===== src/core/spc_pkg.sv =====
// Constants, register map and state encoding of the stop-mode controller.
// Assumes a byte-wide register port with a four-bit address.

package spc_pkg;

	// ------------------------------------------------------------
	// Register port
	// ------------------------------------------------------------
	localparam int ADDR_W = 4;
	localparam int DATA_W = 8;

	localparam logic [3:0] POWER_MODE_OFS   = 4'h0;
	localparam logic [3:0] VOLT_DETECT_OFS  = 4'h1;
	localparam logic [3:0] OPTION_OFS       = 4'h2;
	localparam logic [3:0] STATUS_OFS       = 4'h3;

	// ------------------------------------------------------------
	// Field positions
	// ------------------------------------------------------------
	localparam int PWR_DOWN_BIT     = 0;
	localparam int PART_DOWN_BIT    = 1;
	localparam int LATCH_ACK_BIT    = 2;
	localparam int PART_FLAG_BIT    = 3;
	localparam int LVD_ENABLE_BIT   = 0;
	localparam int LVD_IN_STOP_BIT  = 1;
	localparam int STOP_ALLOW_BIT   = 0;
	localparam int DEBUG_ALLOW_BIT  = 1;
	localparam int RATE_LSB         = 2;
	localparam int RATE_MSB         = 4;
	localparam int STAT_VEC_LSB     = 3;

	// ------------------------------------------------------------
	// Reset values
	// ------------------------------------------------------------
	localparam logic       CTRL_BIT_RST = 1'b0;
	localparam logic [2:0] RATE_OFF     = 3'h0;
	localparam logic [7:0] READ_ZERO    = 8'h00;

	// ------------------------------------------------------------
	// Wake vectors taken from stop3
	// ------------------------------------------------------------
	localparam logic [1:0] VEC_NONE = 2'h0;
	localparam logic [1:0] VEC_IRQ  = 2'h1;
	localparam logic [1:0] VEC_KBD  = 2'h2;
	localparam logic [1:0] VEC_TMR  = 2'h3;

	typedef enum logic [2:0] {
		ST_RUN   = 3'b000,
		ST_STOP1 = 3'b001,
		ST_STOP2 = 3'b010,
		ST_STOP3 = 3'b011,
		ST_REARM = 3'b100
	} spc_state_e;

endpackage : spc_pkg


===== src/core/spc_wake_if.sv =====
// Synchronised wake events passed from the wake synchroniser to the
// controller. Assumes both ends share one clock.

`timescale 1ns/1ps
`default_nettype none

interface spc_wake_if;
	logic resetReq;
	logic irqLevel;
	logic kbiAny;
	logic rtiEvt;
	logic bgndEvt;

	modport src (output resetReq, irqLevel, kbiAny, rtiEvt, bgndEvt);
	modport dst (input  resetReq, irqLevel, kbiAny, rtiEvt, bgndEvt);
endinterface : spc_wake_if

`default_nettype wire


===== src/core/spc_wake_sync.sv =====
// Two-stage synchroniser for wake pins and wake-timer ticks.
// Assumes the always-on clock keeps running while system clocks halt.

`timescale 1ns/1ps
`default_nettype none

module spc_wake_sync (
	input  wire logic       clock,
	input  wire logic       rstn,
	input  wire logic       resetPinN,
	input  wire logic       irqPin,
	input  wire logic [7:0] kbiPins,
	input  wire logic [7:0] kbiEnable,
	input  wire logic       rtiTick,
	input  wire logic       bgndCmd,
	spc_wake_if.src         wake
);

	logic [4:0] rawWake;
	logic [4:0] syncA_r;
	logic [4:0] syncB_r;
	logic [4:0] syncC_r;

	// Keyboard pins wake when any enabled pin is pulled low
	assign rawWake = {bgndCmd, rtiTick, |(~kbiPins & kbiEnable), irqPin,
		~resetPinN};

	// ------------------------------------------------------------
	// Synchroniser and edge stage
	// ------------------------------------------------------------
	always_ff @(posedge clock or negedge rstn) begin
		if (!rstn) begin
			syncA_r <= 5'h00;
			syncB_r <= 5'h00;
			syncC_r <= 5'h00;
		end else begin
			syncA_r <= rawWake;
			syncB_r <= syncA_r;
			syncC_r <= syncB_r;
		end
	end

	assign wake.resetReq = syncB_r[0];
	assign wake.irqLevel = syncB_r[1];
	assign wake.kbiAny   = syncB_r[2];
	assign wake.rtiEvt   = syncB_r[3] & ~syncC_r[3];
	assign wake.bgndEvt  = syncB_r[4] & ~syncC_r[4];

endmodule : spc_wake_sync

`default_nettype wire


===== src/core/spc_stop_ctrl.sv =====
// Stop-mode power controller: mode entry, power controls, pin latches,
// wake-up and recovery. Assumes a CPU that pulses stopExec for one cycle
// and an always-on clock for this block.
//
// The strobed register port and the register addresses were decided locally.

`timescale 1ns/1ps
`default_nettype none

//Contract
//- Stop instruction with stop allowed enters a stop mode, halting clocks.
//- Stop instruction without stop allowed forces illegal-opcode reset instead.
//- Power-down 1/partial 0 stop1; 1/1 stop2; power-down 0 stop3.
//- Stop1 or stop2 only when low-voltage detection not enabled in stop.
//- Stop1 powers down core and RAM, standby, pins reset, timer off.
//- Stop1 wakes only on reset or interrupt pin, interrupt active low.
//- Stop1 asserts low voltage; exit waits for rearm, then power-on restart.
//- Stop2 powers down all but RAM, regulator and converter standby.
//- Stop2 entry latches pins until software acknowledges with a 1.
//- Stop2 wakes on reset pin, active-low interrupt pin or timer.
//- Stop2 wake restarts as power-on, pin latches stay closed.
//- Stop2 wake sets partial power-down flag until acknowledged.
//- Released latches let pins follow port registers or peripherals.
//- Stop3 halts all clocks and oscillator, keeps state, converter off; the code puts the converter in standby.
//- Stop3 exits by reset pin to reset, or by interrupt vectors.
//- Rate select zero disables wake timer; no timer wake then.
//- Debug allowed at entry keeps debug clocks, oscillator, full regulation.
//- Stop1 or stop2 request with debug allowed enters stop3.
//- In stop, status memory commands error; background command wakes.
//- Low-voltage detect in stop keeps regulator; stop1/2 become stop3.
module spc_stop_ctrl (
	input  wire logic       clock,
	input  wire logic       rstn,
	input  wire logic [3:0] regAddr,
	input  wire logic [7:0] regWdata,
	input  wire logic       regWrite,
	input  wire logic       regRead,
	output logic      [7:0] regRdata,
	input  wire logic       stopExec,
	input  wire logic       resetPinN,
	input  wire logic       irqPin,
	input  wire logic       irqActiveHigh,
	input  wire logic [7:0] kbiPins,
	input  wire logic [7:0] kbiEnable,
	input  wire logic       rtiTick,
	input  wire logic       bgndCmd,
	input  wire logic       memStatusCmd,
	input  wire logic       supplyRearm,
	output logic            sysClockHalt,
	output logic            oscRun,
	output logic            debugClockRun,
	output logic            regulatorStandby,
	output logic            converterStandby,
	output logic            corePowerOn,
	output logic            ramPowerOn,
	output logic            pinForceReset,
	output logic            pinLatchHold,
	output logic            wakeTimerOn,
	output logic            lowVoltageAssert,
	output logic            illegalOpReset,
	output logic            porRestart,
	output logic            intWake,
	output logic      [1:0] intVector,
	output logic            debugWake,
	output logic            debugStopError,
	output logic            memAccessBlock
);

	// ------------------------------------------------------------
	// Helpers
	// ------------------------------------------------------------
	function automatic logic regHit(input logic [3:0] addr,
		input logic [3:0] ofs, input logic stb);
		regHit = stb && (addr == ofs);
	endfunction : regHit

	function automatic spc_pkg::spc_state_e modeSelect(input logic pds,
		input logic ppds, input logic dbg, input logic low_voltage_detector);
		if (!pds || dbg || low_voltage_detector) begin
			modeSelect = spc_pkg::ST_STOP3;
		end else if (ppds) begin
			modeSelect = spc_pkg::ST_STOP2;
		end else begin
			modeSelect = spc_pkg::ST_STOP1;
		end
	endfunction : modeSelect

	spc_wake_if wake ();

	spc_wake_sync u_sync (
		.clock     (clock),
		.rstn      (rstn),
		.resetPinN (resetPinN),
		.irqPin    (irqPin),
		.kbiPins   (kbiPins),
		.kbiEnable (kbiEnable),
		.rtiTick   (rtiTick),
		.bgndCmd   (bgndCmd),
		.wake      (wake.src)
	);

	spc_pkg::spc_state_e state_r;
	spc_pkg::spc_state_e state_nxt;
	logic       pds_r;
	logic       ppds_r;
	logic       low_voltage_detect_enable_r;
	logic       lvds_r;
	logic       stopAllow_r;
	logic       dbgAllow_r;
	logic [2:0] rate_r;
	logic       ppdFlag_r;
	logic       dbgEntry_r;
	logic       dbgEntry_nxt;
	logic       lvdEntry_r;
	logic       lvdEntry_nxt;
	logic [1:0] lastVec_r;
	logic       restartNxt;
	logic       illegalNxt;
	logic       intNxt;
	logic [1:0] vecNxt;
	logic       dbgWakeNxt;
	logic       flagSetNxt;
	logic       latchSetNxt;
	logic       ackWrite;
	logic       rtiOn;
	logic       irqLow;
	logic       irqHit;
	logic       inStopNxt;
	logic       deepNxt;

	assign rtiOn    = (rate_r != spc_pkg::RATE_OFF);
	assign irqLow   = ~wake.irqLevel;
	assign irqHit   = irqActiveHigh ? wake.irqLevel : ~wake.irqLevel;
	assign ackWrite = regHit(regAddr, spc_pkg::POWER_MODE_OFS, regWrite)
		&& regWdata[spc_pkg::LATCH_ACK_BIT];

	// ------------------------------------------------------------
	// Mode sequencing
	// ------------------------------------------------------------
	always_comb begin
		state_nxt   = state_r;
		restartNxt  = 1'b0;
		illegalNxt  = 1'b0;
		intNxt      = 1'b0;
		vecNxt      = spc_pkg::VEC_NONE;
		dbgWakeNxt  = 1'b0;
		flagSetNxt  = 1'b0;
		latchSetNxt = 1'b0;
		case (state_r)
			spc_pkg::ST_RUN: begin
				if (stopExec && !stopAllow_r) begin
					illegalNxt = 1'b1;
				end else if (stopExec) begin
					state_nxt = modeSelect(pds_r, ppds_r, dbgAllow_r,
						low_voltage_detect_enable_r && lvds_r);
					latchSetNxt = (state_nxt == spc_pkg::ST_STOP2);
				end
			end
			spc_pkg::ST_STOP1: begin
				if (wake.resetReq || irqLow) begin
					state_nxt = spc_pkg::ST_REARM;
				end
			end
			spc_pkg::ST_REARM: begin
				if (supplyRearm) begin
					state_nxt  = spc_pkg::ST_RUN;
					restartNxt = 1'b1;
				end
			end
			spc_pkg::ST_STOP2: begin
				if (wake.resetReq || irqLow || (wake.rtiEvt && rtiOn)) begin
					state_nxt  = spc_pkg::ST_RUN;
					restartNxt = 1'b1;
					flagSetNxt = 1'b1;
				end
			end
			spc_pkg::ST_STOP3: begin
				if (wake.resetReq) begin
					state_nxt  = spc_pkg::ST_RUN;
					restartNxt = 1'b1;
				end else if (wake.bgndEvt && dbgEntry_r) begin
					state_nxt  = spc_pkg::ST_RUN;
					dbgWakeNxt = 1'b1;
				end else if (irqHit) begin
					state_nxt = spc_pkg::ST_RUN;
					intNxt    = 1'b1;
					vecNxt    = spc_pkg::VEC_IRQ;
				end else if (wake.kbiAny) begin
					state_nxt = spc_pkg::ST_RUN;
					intNxt    = 1'b1;
					vecNxt    = spc_pkg::VEC_KBD;
				end else if (wake.rtiEvt && rtiOn) begin
					state_nxt = spc_pkg::ST_RUN;
					intNxt    = 1'b1;
					vecNxt    = spc_pkg::VEC_TMR;
				end
			end
			default: begin
				state_nxt = spc_pkg::ST_RUN;
			end
		endcase
	end

	always_ff @(posedge clock or negedge rstn) begin
		if (!rstn) begin
			state_r <= spc_pkg::ST_RUN;
		end else begin
			state_r <= state_nxt;
		end
	end

	// Debug and detector options are frozen at the stop instruction
	assign dbgEntry_nxt = (state_r == spc_pkg::ST_RUN && stopExec) ?
		dbgAllow_r : dbgEntry_r;
	assign lvdEntry_nxt = (state_r == spc_pkg::ST_RUN && stopExec) ?
		(low_voltage_detect_enable_r && lvds_r) : lvdEntry_r;

	always_ff @(posedge clock or negedge rstn) begin
		if (!rstn) begin
			dbgEntry_r <= 1'b0;
			lvdEntry_r <= 1'b0;
		end else begin
			dbgEntry_r <= dbgEntry_nxt;
			lvdEntry_r <= lvdEntry_nxt;
		end
	end

	// ------------------------------------------------------------
	// Power and clock controls
	// ------------------------------------------------------------
	assign inStopNxt = (state_nxt != spc_pkg::ST_RUN);
	assign deepNxt   = (state_nxt == spc_pkg::ST_STOP1) ||
		(state_nxt == spc_pkg::ST_REARM);

	always_ff @(posedge clock or negedge rstn) begin
		if (!rstn) begin
			sysClockHalt     <= 1'b0;
			oscRun           <= 1'b1;
			debugClockRun    <= 1'b1;
			regulatorStandby <= 1'b0;
			converterStandby <= 1'b0;
			corePowerOn      <= 1'b1;
			ramPowerOn       <= 1'b1;
			pinForceReset    <= 1'b0;
			lowVoltageAssert <= 1'b0;
			wakeTimerOn      <= 1'b0;
		end else begin
			sysClockHalt     <= inStopNxt;
			oscRun           <= !inStopNxt || dbgEntry_nxt;
			debugClockRun    <= !inStopNxt || dbgEntry_nxt;
			regulatorStandby <= inStopNxt &&
				!(dbgEntry_nxt || lvdEntry_nxt);
			converterStandby <= inStopNxt;
			corePowerOn      <= !(deepNxt ||
				state_nxt == spc_pkg::ST_STOP2);
			ramPowerOn       <= !deepNxt;
			pinForceReset    <= deepNxt;
			lowVoltageAssert <= deepNxt;
			wakeTimerOn      <= rtiOn && !deepNxt;
		end
	end

	// ------------------------------------------------------------
	// Pin latches and partial power-down flag
	// ------------------------------------------------------------
	always_ff @(posedge clock or negedge rstn) begin
		if (!rstn) begin
			pinLatchHold <= 1'b0;
			ppdFlag_r    <= 1'b0;
		end else begin
			// Set wins over an acknowledge in the same cycle
			if (latchSetNxt || flagSetNxt) begin
				pinLatchHold <= 1'b1;
			end else if (ackWrite) begin
				pinLatchHold <= 1'b0;
			end
			if (flagSetNxt) begin
				ppdFlag_r <= 1'b1;
			end else if (ackWrite) begin
				ppdFlag_r <= 1'b0;
			end
		end
	end

	// ------------------------------------------------------------
	// Control registers other than dbgAllow_r, returned to defaults by a power-on restart
	// ------------------------------------------------------------
	always_ff @(posedge clock or negedge rstn) begin
		if (!rstn) begin
			pds_r       <= spc_pkg::CTRL_BIT_RST;
			ppds_r      <= spc_pkg::CTRL_BIT_RST;
			low_voltage_detect_enable_r      <= spc_pkg::CTRL_BIT_RST;
			lvds_r      <= spc_pkg::CTRL_BIT_RST;
			stopAllow_r <= spc_pkg::CTRL_BIT_RST;
			dbgAllow_r  <= spc_pkg::CTRL_BIT_RST;
			rate_r      <= spc_pkg::RATE_OFF;
		end else if (restartNxt) begin
			pds_r       <= spc_pkg::CTRL_BIT_RST;
			ppds_r      <= spc_pkg::CTRL_BIT_RST;
			low_voltage_detect_enable_r      <= spc_pkg::CTRL_BIT_RST;
			lvds_r      <= spc_pkg::CTRL_BIT_RST;
			stopAllow_r <= spc_pkg::CTRL_BIT_RST;
			rate_r      <= spc_pkg::RATE_OFF;
		end else if (regHit(regAddr, spc_pkg::POWER_MODE_OFS, regWrite)) begin
			pds_r  <= regWdata[spc_pkg::PWR_DOWN_BIT];
			ppds_r <= regWdata[spc_pkg::PART_DOWN_BIT];
		end else if (regHit(regAddr, spc_pkg::VOLT_DETECT_OFS,
			regWrite)) begin
			low_voltage_detect_enable_r <= regWdata[spc_pkg::LVD_ENABLE_BIT];
			lvds_r <= regWdata[spc_pkg::LVD_IN_STOP_BIT];
		end else if (regHit(regAddr, spc_pkg::OPTION_OFS, regWrite)) begin
			stopAllow_r <= regWdata[spc_pkg::STOP_ALLOW_BIT];
			dbgAllow_r  <= regWdata[spc_pkg::DEBUG_ALLOW_BIT];
			rate_r      <= regWdata[spc_pkg::RATE_MSB:spc_pkg::RATE_LSB];
		end
	end

	// ------------------------------------------------------------
	// Read port, data valid one cycle after the strobe
	// ------------------------------------------------------------
	always_ff @(posedge clock or negedge rstn) begin
		if (!rstn) begin
			regRdata <= spc_pkg::READ_ZERO;
		end else begin
			regRdata <= spc_pkg::READ_ZERO;
			if (regHit(regAddr, spc_pkg::POWER_MODE_OFS, regRead)) begin
				regRdata[spc_pkg::PWR_DOWN_BIT]  <= pds_r;
				regRdata[spc_pkg::PART_DOWN_BIT] <= ppds_r;
				regRdata[spc_pkg::PART_FLAG_BIT] <= ppdFlag_r;
			end else if (regHit(regAddr, spc_pkg::VOLT_DETECT_OFS,
				regRead)) begin
				regRdata[spc_pkg::LVD_ENABLE_BIT]  <= low_voltage_detect_enable_r;
				regRdata[spc_pkg::LVD_IN_STOP_BIT] <= lvds_r;
			end else if (regHit(regAddr, spc_pkg::OPTION_OFS, regRead)) begin
				regRdata[spc_pkg::STOP_ALLOW_BIT]  <= stopAllow_r;
				regRdata[spc_pkg::DEBUG_ALLOW_BIT] <= dbgAllow_r;
				regRdata[spc_pkg::RATE_MSB:spc_pkg::RATE_LSB] <= rate_r;
			end else if (regHit(regAddr, spc_pkg::STATUS_OFS, regRead)) begin
				regRdata[2:0] <= state_r;
				regRdata[spc_pkg::STAT_VEC_LSB+:2] <= lastVec_r;
			end
		end
	end

	// ------------------------------------------------------------
	// Event pulses and debug command handling
	// ------------------------------------------------------------
	always_ff @(posedge clock or negedge rstn) begin
		if (!rstn) begin
			illegalOpReset <= 1'b0;
			porRestart     <= 1'b0;
			intWake        <= 1'b0;
			intVector      <= spc_pkg::VEC_NONE;
			lastVec_r      <= spc_pkg::VEC_NONE;
			debugWake      <= 1'b0;
			debugStopError <= 1'b0;
			memAccessBlock <= 1'b0;
		end else begin
			illegalOpReset <= illegalNxt;
			porRestart     <= restartNxt;
			intWake        <= intNxt;
			intVector      <= vecNxt;
			if (intNxt) begin
				lastVec_r <= vecNxt;
			end
			debugWake      <= dbgWakeNxt;
			debugStopError <= (state_r != spc_pkg::ST_RUN) &&
				memStatusCmd;
			memAccessBlock <= inStopNxt;
		end
	end

	// ------------------------------------------------------------
	// Checks
	// ------------------------------------------------------------
	a_illegal_stop: assert property (@(posedge clock) disable iff (!rstn)
		state_r == spc_pkg::ST_RUN && stopExec && !stopAllow_r |=>
		illegalOpReset && state_r == spc_pkg::ST_RUN)
		else $error("stop without permission did not force reset");
	a_stop_halts: assert property (@(posedge clock) disable iff (!rstn)
		state_r == spc_pkg::ST_RUN && stopExec && stopAllow_r |=>
		sysClockHalt && state_r != spc_pkg::ST_RUN)
		else $error("stop entry did not halt clocks");
	a_mode_light: assert property (@(posedge clock) disable iff (!rstn)
		state_r == spc_pkg::ST_RUN && stopExec && stopAllow_r && !pds_r
		|=> state_r == spc_pkg::ST_STOP3)
		else $error("power-down clear did not select stop3");
	a_debug_stop3: assert property (@(posedge clock) disable iff (!rstn)
		state_r == spc_pkg::ST_RUN && stopExec && stopAllow_r && dbgAllow_r
		|=> state_r == spc_pkg::ST_STOP3 ##1 debugClockRun)
		else $error("debug allowed but deep stop entered");
	a_debug_osc: assert property (@(posedge clock) disable iff (!rstn)
		state_r == spc_pkg::ST_STOP3 && dbgEntry_r |->
		oscRun && !regulatorStandby)
		else $error("debug stop lost oscillator or regulation");
	a_lvd_stop3: assert property (@(posedge clock) disable iff (!rstn)
		state_r == spc_pkg::ST_RUN && stopExec && stopAllow_r && low_voltage_detect_enable_r &&
		lvds_r |=> state_r == spc_pkg::ST_STOP3 && !regulatorStandby)
		else $error("detector in stop did not force stop3");
	a_stop1_power: assert property (@(posedge clock) disable iff (!rstn)
		state_r == spc_pkg::ST_STOP1 |-> !corePowerOn && !ramPowerOn &&
		pinForceReset && !wakeTimerOn && lowVoltageAssert)
		else $error("stop1 power controls wrong");
	a_stop1_rearm: assert property (@(posedge clock) disable iff (!rstn)
		state_r == spc_pkg::ST_REARM && !supplyRearm |=>
		!porRestart && state_r == spc_pkg::ST_REARM)
		else $error("stop1 left before supply rearm");
	a_stop2_flag: assert property (@(posedge clock) disable iff (!rstn)
		state_r == spc_pkg::ST_STOP2 && state_nxt == spc_pkg::ST_RUN |=>
		ppdFlag_r && porRestart && pinLatchHold)
		else $error("stop2 wake did not set flag and keep latches");
	a_latch_release: assert property (@(posedge clock) disable iff (!rstn)
		state_r == spc_pkg::ST_RUN && ackWrite && !stopExec |=>
		!pinLatchHold && !ppdFlag_r)
		else $error("acknowledge did not release latches");
	a_timer_off: assert property (@(posedge clock) disable iff (!rstn)
		rate_r == spc_pkg::RATE_OFF |=> !wakeTimerOn)
		else $error("wake timer running with rate zero");

endmodule : spc_stop_ctrl

`default_nettype wire


===== config.mk =====
export PLATFORM = sky130hd
export DESIGN_NAME = spc_stop_ctrl
export DESIGN_NICKNAME = d
export VERILOG_FILES = /design/src/core/spc_pkg.sv /design/src/core/spc_wake_if.sv /design/src/core/spc_wake_sync.sv /design/src/core/spc_stop_ctrl.sv
export SDC_FILE = /design/constraint.sdc
export NUM_CORES = 1
export LEC_CHECK = 0
export BUFFER_PORTS_ARGS = -buffer_cell sky130_fd_sc_hd__clkbuf_2
export CORE_ASPECT_RATIO = 1.25
export CORE_MARGIN = 4
export CORE_UTILIZATION = 50
export DETAILED_ROUTE_END_ITERATION = 8
export PLACE_DENSITY = 0.89
export SLEW_MARGIN = 20
export SYNTH_ARGS = -nofsm -noshare
export SYNTH_HDL_FRONTEND = slang
export SYNTH_SLANG_ARGS = --single-unit

===== constraint.sdc =====
create_clock -name clock -period 2 [get_ports clock]
set_input_delay 0.1 -clock clock [delete_from_list [all_inputs] [get_ports clock]]
set_output_delay 0.1 -clock clock [all_outputs]
set_load 0.1 [all_outputs]

# After elaboration in Yosys (flattened, before gate mapping)
# Index checks and enable logic that the tools add are counted.
# classes
eq_ne,13
muxes,73
bitwise,11
reduce_logical,45
# ops
cell,count
two-way mux 3 bit,18
two-way mux 1 bit,41
two-way mux 2 bit,10
logical AND 1 bit,16
case mux 3 bit (5 select lines),1
"== test 3 x 2 -> 1 bit, second input constant",4
two-way mux 5 bit,2
nonzero test 2 bit,5
logical OR 1 bit,9
nonzero test 3 bit,3
AND 8 bit,1
"== test 4 x 2 -> 1 bit, second input constant",2
inverter 8 bit,1
OR reduction 8 bit,1
inverter 1 bit,7
"== test 3 x 1 -> 1 bit, second input constant",2
"== test 3 bit, second input constant",2
logical NOT 1 bit,6
"== test 4 x 1 -> 1 bit, second input constant",1
logical NOT 4 bit,1
"!= test 2 bit, second input constant",2
AND reduction 4 bit,1
logical NOT 3 bit,1
case mux 1 bit (3 select lines),1
3 further kinds,4
# word_totals
regBits,52
in_bits,40
wordCells,172

# Depth between registers and ports, before layout
# Gate-level depths: netlist of the first run.
# depth
word_depth,14
depth_mapped,6
ltp_nobuf,5

# Hierarchy
# Synthesis of the first run repeated with hierarchy kept, for this count alone.
# hier_totals
hier_cells,187
hier_area_um2,2099.5
# modules_own_cells
module,n_inst,cells_per_inst,area_each_um2
spc_stop_ctrl,1,159,1720.4
spc_wake_sync,1,28,379.1

# Worst setup path before layout of the first run
# OpenSTA, ideal clock, no wires.
# synth_path
path_type,reg-to-reg
start,register state_r[2]
end,register regulatorStandby
setup_ns,0.087
arrival_time_ns,1.541
required_ns,1.913
path_slack_ns,0.373
stages_incl_launch_ff,5
path_buffers,0
synth_period_minus_slack_ns,1.627
cell_sequence,dfrtp_1 -> nand4bb_2 -> or3_4 -> o221a_4 -> a211oi_2
# synth_between
elab_chain_len,8
word_cells_on_any_way,23
# synth_rtl
element,line,rtl
start: declaration,spc_stop_ctrl.sv:102,spc_pkg::spc_state_e state_r;
start signal: assignment,spc_stop_ctrl.sv:206,state_r <= spc_pkg::ST_RUN;
start signal: assignment,spc_stop_ctrl.sv:208,state_r <= state_nxt;
two-way mux 3 bit,spc_stop_ctrl.sv:192,end else if (wake.rtiEvt && rtiOn) begin
two-way mux 3 bit,spc_stop_ctrl.sv:188,end else if (wake.kbiAny) begin
two-way mux 3 bit,spc_stop_ctrl.sv:184,end else if (irqHit) begin
two-way mux 3 bit,spc_stop_ctrl.sv:181,end else if (wake.bgndEvt && dbgEntry_r) begin
two-way mux 3 bit,spc_stop_ctrl.sv:178,if (wake.resetReq) begin
case mux 3 bit (5 select lines),spc_stop_ctrl.sv:149,case (state_r)
nonzero test 3 bit,spc_stop_ctrl.sv:231,assign inStopNxt = (state_nxt != spc_pkg::ST_RUN);
logical AND 1 bit *,spc_stop_ctrl.sv:251,regulatorStandby <= inStopNxt &&
end signal: assignment,spc_stop_ctrl.sv:251,
end: declaration,spc_stop_ctrl.sv:52,"output logic regulatorStandby,"
# Mark *: on every way between the ends. The rest lies on a longest branch, timed or not.
# A chain may end at the register's enable or synchronous reset.

# Worst setup path after layout of the first run
# Ends and elaborated chain as after synthesis.

==> results of run 1 <==
## per-layer routing
layer	GRT usage	share of wire
met1	0.194	0.37
met2	0.288	0.52
met3	0.0364	0.073
met4	0.0935	0.035
met5	0	0
## cell type report
class / instances / area (sq um) / share of cell area
flip-flops and latches: 49 / 1230 / 0.461
multi-input cells: 105 / 776 / 0.291
clock buffers: 6 / 82.6 / 0.0310
clock inverters: 2 / 37.5 / 0.0141
well taps: 56 / 70.1 / 0.0263
inverters: 12 / 45.0 / 0.0169
repair buffers: 73 / 425 / 0.160
## what timing repair did
item | 4_1_cts | 5_1_grt
hold buffers | 6 | 0
setup endpoints to repair | 1 | 0
gates resized for setup | 1 | 0
hold endpoints to repair | 29 | 0
## cell families after synthesis
kind of cell / Yosys count
and+or+nand+nor: 51
DFF: 49
AOI/OAI and AO/OA: 32
buffers and inverters: 22
muxes: 17
xor gates and xnor gates: 2
other: 1
## cell usage after synthesis (2+ instances only)
| library cell | count | area, sq um |
|---|---|---|
| buf_4 | 7 | 52.6 |
| nor2b_1 | 5 | 31.3 |
| nor2_1 | 16 | 60.1 |
| a21oi_1 | 5 | 25.0 |
| buf_2 | 2 | 10.0 |
| nand3_1 | 2 | 10.0 |
| o21ai_1 | 2 | 10.0 |
| o21ai_0 | 5 | 25.0 |
| o22ai_1 | 4 | 25.0 |
| and3_1 | 3 | 18.8 |
| o311ai_0 | 2 | 17.5 |
| and2b_1 | 2 | 15.0 |
| dfstp_2 | 3 | 78.8 |
| mux2i_1 | 13 | 130 |
| o21a_1 | 4 | 30.0 |
| mux4_2 | 2 | 45.0 |
| dfrtp_1 | 46 | 1150 |
| mux2_2 | 2 | 22.5 |
| nand2b_1 | 4 | 25.0 |
| inv_1 | 11 | 41.3 |
| nor3_1 | 3 | 15.0 |
| nand2_1 | 5 | 18.8 |
## worst max path at each step
| stage | startpoint | end | slack [ps] | depth (start not counted) |
|---|---|---|---|---|
| floorplan | state_r[2] | regulatorStandby | 370 | 4 |
| global placement | lvds_r | corePowerOn | 240 | 4 |
| detailed placement | lvds_r | wakeTimerOn | 30 | 4 |
| CTS | state_r[2] | regulatorStandby | 200 | 4 |
| global route | state_r[2] | regulatorStandby | 100 | 4 |
| finish | state_r[2] | regulatorStandby | 200 | 4 |
## sequential cells by signal, indices dropped and copies added, names as in the netlist, 2 cells and up
register / flops
regRdata: 5
u_sync.syncB_r: 5
u_sync.syncC_r: 2
u_sync.syncA_r: 5
rate_r: 3
lastVec_r: 2
intVector: 2
state_r: 3
## through the flow
| stage | std cells | hold slack, ps | utilization | power, uW |
|---|---|---|---|---|
| after global routing | 303 | 49.5 | 0.656 | 3950 |
| after detailed placement | 289 | 159 | 0.611 | 3060 |
| after floorplan | 176 | -196 | - | 2700 |
| final | 303 | 45.1 | 0.656 | 3760 |
| after CTS | 303 | 37.1 | 0.656 | 3790 |
| after global placement | 289 | 148 | 0.611 | 3000 |
## power breakdown
group / internal, uW / total (uW) / switching, uW
clock: 406 / 716 / 310
combinational: 424 / 1620 / 1200
sequential: 1230 / 1420 / 195
total: 2060 / 3760 / 1700
## critical path, stage by stage (launching register included)
cell	delay, ps
dfrtp_1	500
nand4bb_2	300
or3_4	420
o221a_4	300
a211oi_2	200
==> metrics.txt, run 1 <==
status finished clean; Filler cells 315; minimum clock period roughly 1800 ps; crit path DAT between 2000 and 2500 ps; maximum root-to-sink buffer count 2; ANT nets after route 0; Placement Setup Slack between 20 and 30 ps; synthesis-to-layout area growth 26.4%; CTS buffer count 5; cells on worst reg2reg path 4; largest net degree at the start of global routing 26; Max Slew Vio Count 0; total grt overflow 0; final instance area 2670 sq um; Final period util 0.901; unrepaired setup endpoints after global routing no; XOR/XNOR Fraction of Synth Area 0.00830; Hold Path Sink rate_r[2]; CTS clk-pin slew, worst paths 90 ps; die height between 80 and 90 um; initial antenna violation count 0; Routed WL per cell roughly 14 um; start point of the worst hold path regWdata[4]; first-pass GRT wire length around 6.7 mm; synth warn 0; final hold vios 0; Worst R2R Setup Slack between 150 and 200 ps; Synth Area in Simple Gates 0.152; max cap viols 0; Final Setup Violations 0; Post-Syn Instances 174; H-Tree Depth 2; Hold WC Path Type input pin to flop; number of I/O pins 67; total number of vias about 1600; sequential share of the synthesized area 0.583; mux contribution to synthesized area 0.0937; Yosys reg bits 49; CP Capture Type flop; Root Buffer clkbuf_8; largest family of logic cells by synthesized area simple AND/OR/NAND/NOR gates; Mapped Avg Cell Area between 10 and 15 sq um; r2r endpoint regulatorStandby; vias in the first global route between 1500 and 2000; Fin Setup TNS 0 ps; Final #Nets roughly 290; clk_lat worst skew about 300 ps; Post-synth EDFFs 0; DIE AREA approximately 5300 sq um; adder-cell share of the synthesized area 0; Synth cell types 48; Worst setup SP type flop; I/O Buffers 60; Cell Pwr Density around 1400 nW/um^2; worst slew margin relative to its limit 0.575; Initial DRT Pass Iterations 4; Synth async-reset ratio 1.00; Die W approximately 66 um; commonest non-fill, non-tap cell in the layout clkbuf_2; Core Area 4070 sq um; diode count 0; post-route setup slack 197 ps; CP Class flop to flop; most frequent cells in the layout 60 x clkbuf_2, 46 x dfrtp_1, 16 x nor2_1; total track usage 0.169; top_reg_cell synth dfrtp_1; final WL between 4 and 5 mm; initial core utilization 0.519; actual slew at the worst max-slew pin 637 ps; CTS tree yes; worst hold path depth 3; DRC violations left 0; fmax 0.555 GHz; postcts setup bufs 0; Synth Area in Compound Gates 0.109; crit path max fanout 8; maximum vdd drop between 0.7 and 0.8 mV; Vias/cell between 5 and 6; detailed placer's ending HPWL about 3.2 mm; Worst Path Required around 2200 ps; initial drt markers 67; clk sinks 49; layout cells sized above 1 0.368; r2r startpoint state_r[2]; Worst Skew 8.28 ps; leakage ~0.0014 uW; Post-Syn Area between 2000 and 2500 sq um; Post-DP Area around 2500 sq um; GP Congestion slightly below 0.9; standard-cell rows 26
Power figures use the tool's default switching activity.
==> run 2, diff against run 1 <==
- CELL_PAD_IN_SITES_DETAIL_PLACEMENT: unset -> 1
- CELL_PAD_IN_SITES_GLOBAL_PLACEMENT: unset -> 2
- CORE_UTILIZATION: 50 -> 32
- SKIP_CTS_REPAIR_TIMING: unset -> 1
==> metrics.txt, run 2 (synthesis results as in run 1) <==
total number of vias 1548 (-0.26%); Final period util 0.889 (-0.0126); Die W 80.6 um (+22%); Cell Pwr Density 1360 nW/um^2 (-3.2%); Top Registers regRdata x5, u_sync.syncA_r x5, u_sync.syncB_r x5; buffer and inverter count on the worst path 0 (unchanged); GP Congestion 0.811 (-6.3%); actual slew at the worst max-slew pin 606 ps (-31.0 ps); vias in the first global route 1680 (+10%); final WL 4.81 mm (+16%); layout cells sized above 1 0.358 (-0.0107); Fin Setup TNS 0 ps (unchanged); minimum clock period 1780 ps (-25.2 ps); Max Slew Vio Count 0 (unchanged); Worst setup SP type flop; die height 98.8 um (+23%); Multi-input gate area 776 sq um (unchanged); status finished clean; detailed placer's ending HPWL 3.82 mm (+18%); Hold WC Path Type input pin to flop; most frequent cells in the layout 60 x clkbuf_2, 46 x dfrtp_1, 16 x nor2_1; initial core utilization 0.336 (-0.183); standard-cell rows 32 (+23%); crit path DAT 1980 ps (-40 ps); Worst Skew 3.75 ps (-4.54 ps); fin util 0.420 (-0.236); number of I/O pins 67 (unchanged); clk sinks 49 (unchanged); largest net degree at the start of global routing 50 (+92%); maximum vdd drop 0.567 mV (-19%); CTS tree yes; first-pass GRT wire length 7.89 mm (+18%); Post-DP Area 2510 sq um (+0.96%); I/O Buffers 60 (unchanged); Filler cells 726 (+130%); Final Setup Violations 0 (unchanged); max cap viols 0 (unchanged); initial antenna violation count 0 (unchanged); DRC violations left 0 (unchanged); Critical Path, Cell by Cell nand4bb_2 -> or3_4 -> o221a_4 -> a211oi_2; Total Power 3600 uW (-4.2%); CP max stage cell dfrtp_1; final hold vios 0 (unchanged); CTS clk-pin slew, worst paths 80 ps (about the same); diode count 0 (unchanged); Core Area 6290 sq um (+55%); DIE AREA 7960 sq um (+49%); unrepaired setup endpoints after global routing no; commonest non-fill, non-tap cell in the layout clkbuf_2; Initial DRT Pass Iterations 3 (-1); Root Buffer clkbuf_8; crit path max fanout 8 (unchanged); Worst Path Required 2210 ps (about the same); CTS buffer count 5 (unchanged); clk_lat worst skew 290 ps (about the same); initial drt markers 39 (-42%); maximum root-to-sink buffer count 2 (unchanged); Crit path largest cell delay 500 ps (about the same); worst slew margin relative to its limit 0.596 (+0.0207); Final #Nets 285 (-0.35%); fmax 0.563 GHz (+1.4%); Vias/cell 4.68 (-8.7%); leakage 0.00133 uW (-2.0%); CP Capture Type flop; CP Class flop to flop; critical path's top delay family simple AND/OR/NAND/NOR gates; Seq. cell area 1230 sq um (unchanged); synthesis-to-layout area growth 25.1%; Routed WL per cell 14.5 um (+6.2%); total track usage 0.126 (-0.0426); final instance area 2640 sq um (-0.99%); total grt overflow 0 (unchanged); ANT nets after route 0 (unchanged); H-Tree Depth 2 (unchanged)
run 2: changes by cell type in the layout (fill, tap and decap cells not counted), sizes merged:
| cell | delta |
|---|---|
| clkbuf | +2 |
| bufinv | -1 |
| clkinvlp | -1 |
| dlygate4sd3 | -1 |
run 2: area by class of cell:
| type | count | share of cell area |
|---|---|---|
| multi-input combinational | 105 | 0.294 |
| sequential | 49 | 0.466 |
| clock buffer | 8 | 0.0303 |
| tap | 85 | 0.0403 |
| timing repair buffer | 72 | 0.153 |
| inverter | 12 | 0.0171 |
run 2: report_power, final:
| group | total, uW | internal (uW) | switching [uW] |
|---|---|---|---|
| Sequential | 1430 | 1230 | 199 |
| Clock | 542 | 249 | 293 |
| Combinational | 1630 | 420 | 1210 |
run 2: path summary, 6_finish.rpt:
kind | from | endpoint | slack, ps | cells past startpoint
min in group asynchronous | rstn | illegalOpReset | 440 | 3
max in group asynchronous | rstn | u_sync.syncA_r[4] | 1150 | 3
min reg2reg | u_sync.syncA_r[1] | u_sync.syncB_r[1] | 350 | 0
min | memStatusCmd | debugStopError | 20 | 2
max reg2reg | state_r[2] | regulatorStandby | 220 | 4
max | state_r[2] | regulatorStandby | 220 | 4
run 2: metal layers:
layer / global-route usage / part of all wire / up-vias
li1: - / - / 734
met1: 0.151 / 0.42 / 763
met2: 0.229 / 0.52 / 47
met3: 0.0247 / 0.049 / 4
met4: 0.0312 / 0.011 / 0
met5: 0 / 0 / -
run 2: worst reg2reg max path: stages, from the launching register on:
cell       delay, ps
dfrtp_1          500
nand4bb_2        300
or3_4            430
o221a_4          300
a211oi_2         180
run 2: metrics by stage:
stage                     hold slack (ps)  worst slack (ps)  instances
after detailed placement              213               140        318
after global routing                 27.5               152        331
final                                18.1               222        331
after CTS                           -96.4              97.4        326
after global placement                210               181        318
after floorplan                      -196               373        176
==> run 3, diff against run 2 <==
- CORE_MARGIN: 4 -> unset
==> metrics.txt, run 3 (synthesis results as in run 1) <==
standard-cell rows 32 (unchanged); CTS clk-pin slew, worst paths 80 ps (about the same); CTS buffer count 5 (unchanged); first-pass GRT wire length 7.64 mm (-3.2%); DIE AREA 6920 sq um (-13%); final hold slack 49.8 ps (+31.6 ps); post-route setup slack 202 ps (-20.3 ps); total number of vias 1589 (+2.6%); most frequent cells in the layout 60 x clkbuf_2, 46 x dfrtp_1, 16 x nor2_1; unrepaired setup endpoints after global routing no; final hold vios 0 (unchanged); commonest non-fill, non-tap cell in the layout clkbuf_2; Worst Path Required 2210 ps (about the same); Placement Setup Slack 114 ps (-25.9 ps); buffer and inverter count on the worst path 0 (unchanged); Final Setup Violations 0 (unchanged); Top Registers regRdata x5, u_sync.syncA_r x5, u_sync.syncB_r x5; ANT nets after route 0 (unchanged); leakage 0.00134 uW (+0.77%); initial drt markers 45 (+15%); maximum root-to-sink buffer count 2 (unchanged); actual slew at the worst max-slew pin 587 ps (-19.2 ps); CTS tree yes; worst hold path depth 3 (+1); DRC violations left 0 (unchanged); final WL 4.62 mm (-4.0%); Final period util 0.899 (+0.0101); maximum vdd drop 0.588 mV (+3.6%); GP Congestion 0.754 (-7.0%); Crit path largest cell delay 500 ps (about the same); CP Class flop to flop; start point of the worst hold path regWdata[4]; worst slew margin relative to its limit 0.604 (+0.00783); minimum clock period 1800 ps (+20.3 ps); critical path's top delay family simple AND/OR/NAND/NOR gates; initial antenna violation count 0 (unchanged); status finished clean; Initial DRT Pass Iterations 2 (-1); clk_lat worst skew 300 ps (about the same); Die W 74.6 um (-7.4%); H-Tree Depth 2 (unchanged); fmax 0.556 GHz (-1.1%); final instance area 2660 sq um (+0.76%); total track usage 0.147 (+0.0208); diode count 0 (unchanged); die height 92.8 um (-6.1%); total grt overflow 0 (unchanged); CP max stage cell dfrtp_1; Worst Skew 3.80 ps (+0.0577 ps); Routed WL per cell 13.9 um (-4.3%); fin util 0.423 (+0.00318); Filler cells 713 (-1.8%); I/O Buffers 60 (unchanged); clk sinks 49 (unchanged); Hold WC Path Type input pin to flop; Max Slew Vio Count 0 (unchanged); synthesis-to-layout area growth 26.1%; Fin Setup TNS 0 ps (unchanged); Vias/cell 4.79 (+2.3%); Worst setup SP type flop; Final #Nets 286 (+0.35%); detailed placer's ending HPWL 3.53 mm (-7.4%); CP Capture Type flop; Critical Path, Cell by Cell nand4bb_2 -> or3_4 -> o221a_4 -> a211oi_2; max cap viols 0 (unchanged); crit path max fanout 8 (unchanged); number of I/O pins 67 (unchanged); layout cells sized above 1 0.360 (+0.00260); Critical Path Start state_r[2]; cells on worst reg2reg path 4 (unchanged); largest net degree at the start of global routing 50 (unchanged); r2r startpoint state_r[2]; initial core utilization 0.336 (unchanged); vias in the first global route 1680 (unchanged); Core Area 6290 sq um (unchanged); crit path DAT 2010 ps (+30 ps); Root Buffer clkbuf_8; CP Depth 4 (unchanged); Cell Pwr Density 1370 nW/um^2 (+0.71%); Post-DP Area 2510 sq um (unchanged)
## run 3: cell types whose count changed in the layout (fill, tap and decap cells not counted)
| cell | before | now |
|---|---|---|
| clkbuf_8 | 5 | 6 |
| clkbuf_1 | 3 | 2 |
| dlygate4sd3_1 | 5 | 6 |
## run 3: worst min-delay path, cell delays in order
cell	delay, ps
clkbuf_2	80
mux2i_1	50
nor2_1	80
## run 3: path summary, 6_finish.rpt
path | endpoint | slack [ps]
setup / recovery | regulatorStandby | 200
hold / removal | rate_r[2] | 50
setup reg to reg | regulatorStandby | 200
hold reg to reg | u_sync.syncB_r[3] | 350
max in group asynchronous | memAccessBlock | 1160
min in group asynchronous | illegalOpReset | 420
## run 3: cell type report
| type | count | area, sq um | area share |
|---|---|---|---|
| Multi-Input combinational cell | 105 | 776 | 0.292 |
| Inverter | 12 | 45.0 | 0.0169 |
| Clock buffer | 8 | 90.1 | 0.0339 |
| Tap cell | 85 | 106 | 0.0400 |
| Timing Repair Buffer | 73 | 413 | 0.155 |
| Sequential cell | 49 | 1230 | 0.462 |
## run 3: per-stage QoR
| stage | cells | total power, uW |
|---|---|---|
| final | 332 | 3660 |
| after global routing | 332 | 3860 |
| after CTS | 326 | 3680 |
| after detailed placement | 318 | 3080 |
| after global placement | 318 | 3030 |
| after floorplan | 176 | 2700 |
## run 3: power breakdown
part | switching [uW] | internal, uW
registers | 200 | 1230
logic | 1210 | 421
clock network | 311 | 282
total | 1720 | 1930
## run 3: layer usage
metal	GRT usage	vias to the layer above	wire length [um]
li1	-	741	-
met1	0.179	795	1930
met2	0.250	48	2430
met3	0.0196	5	170
met4	0.0708	0	89
met5	0	-	0
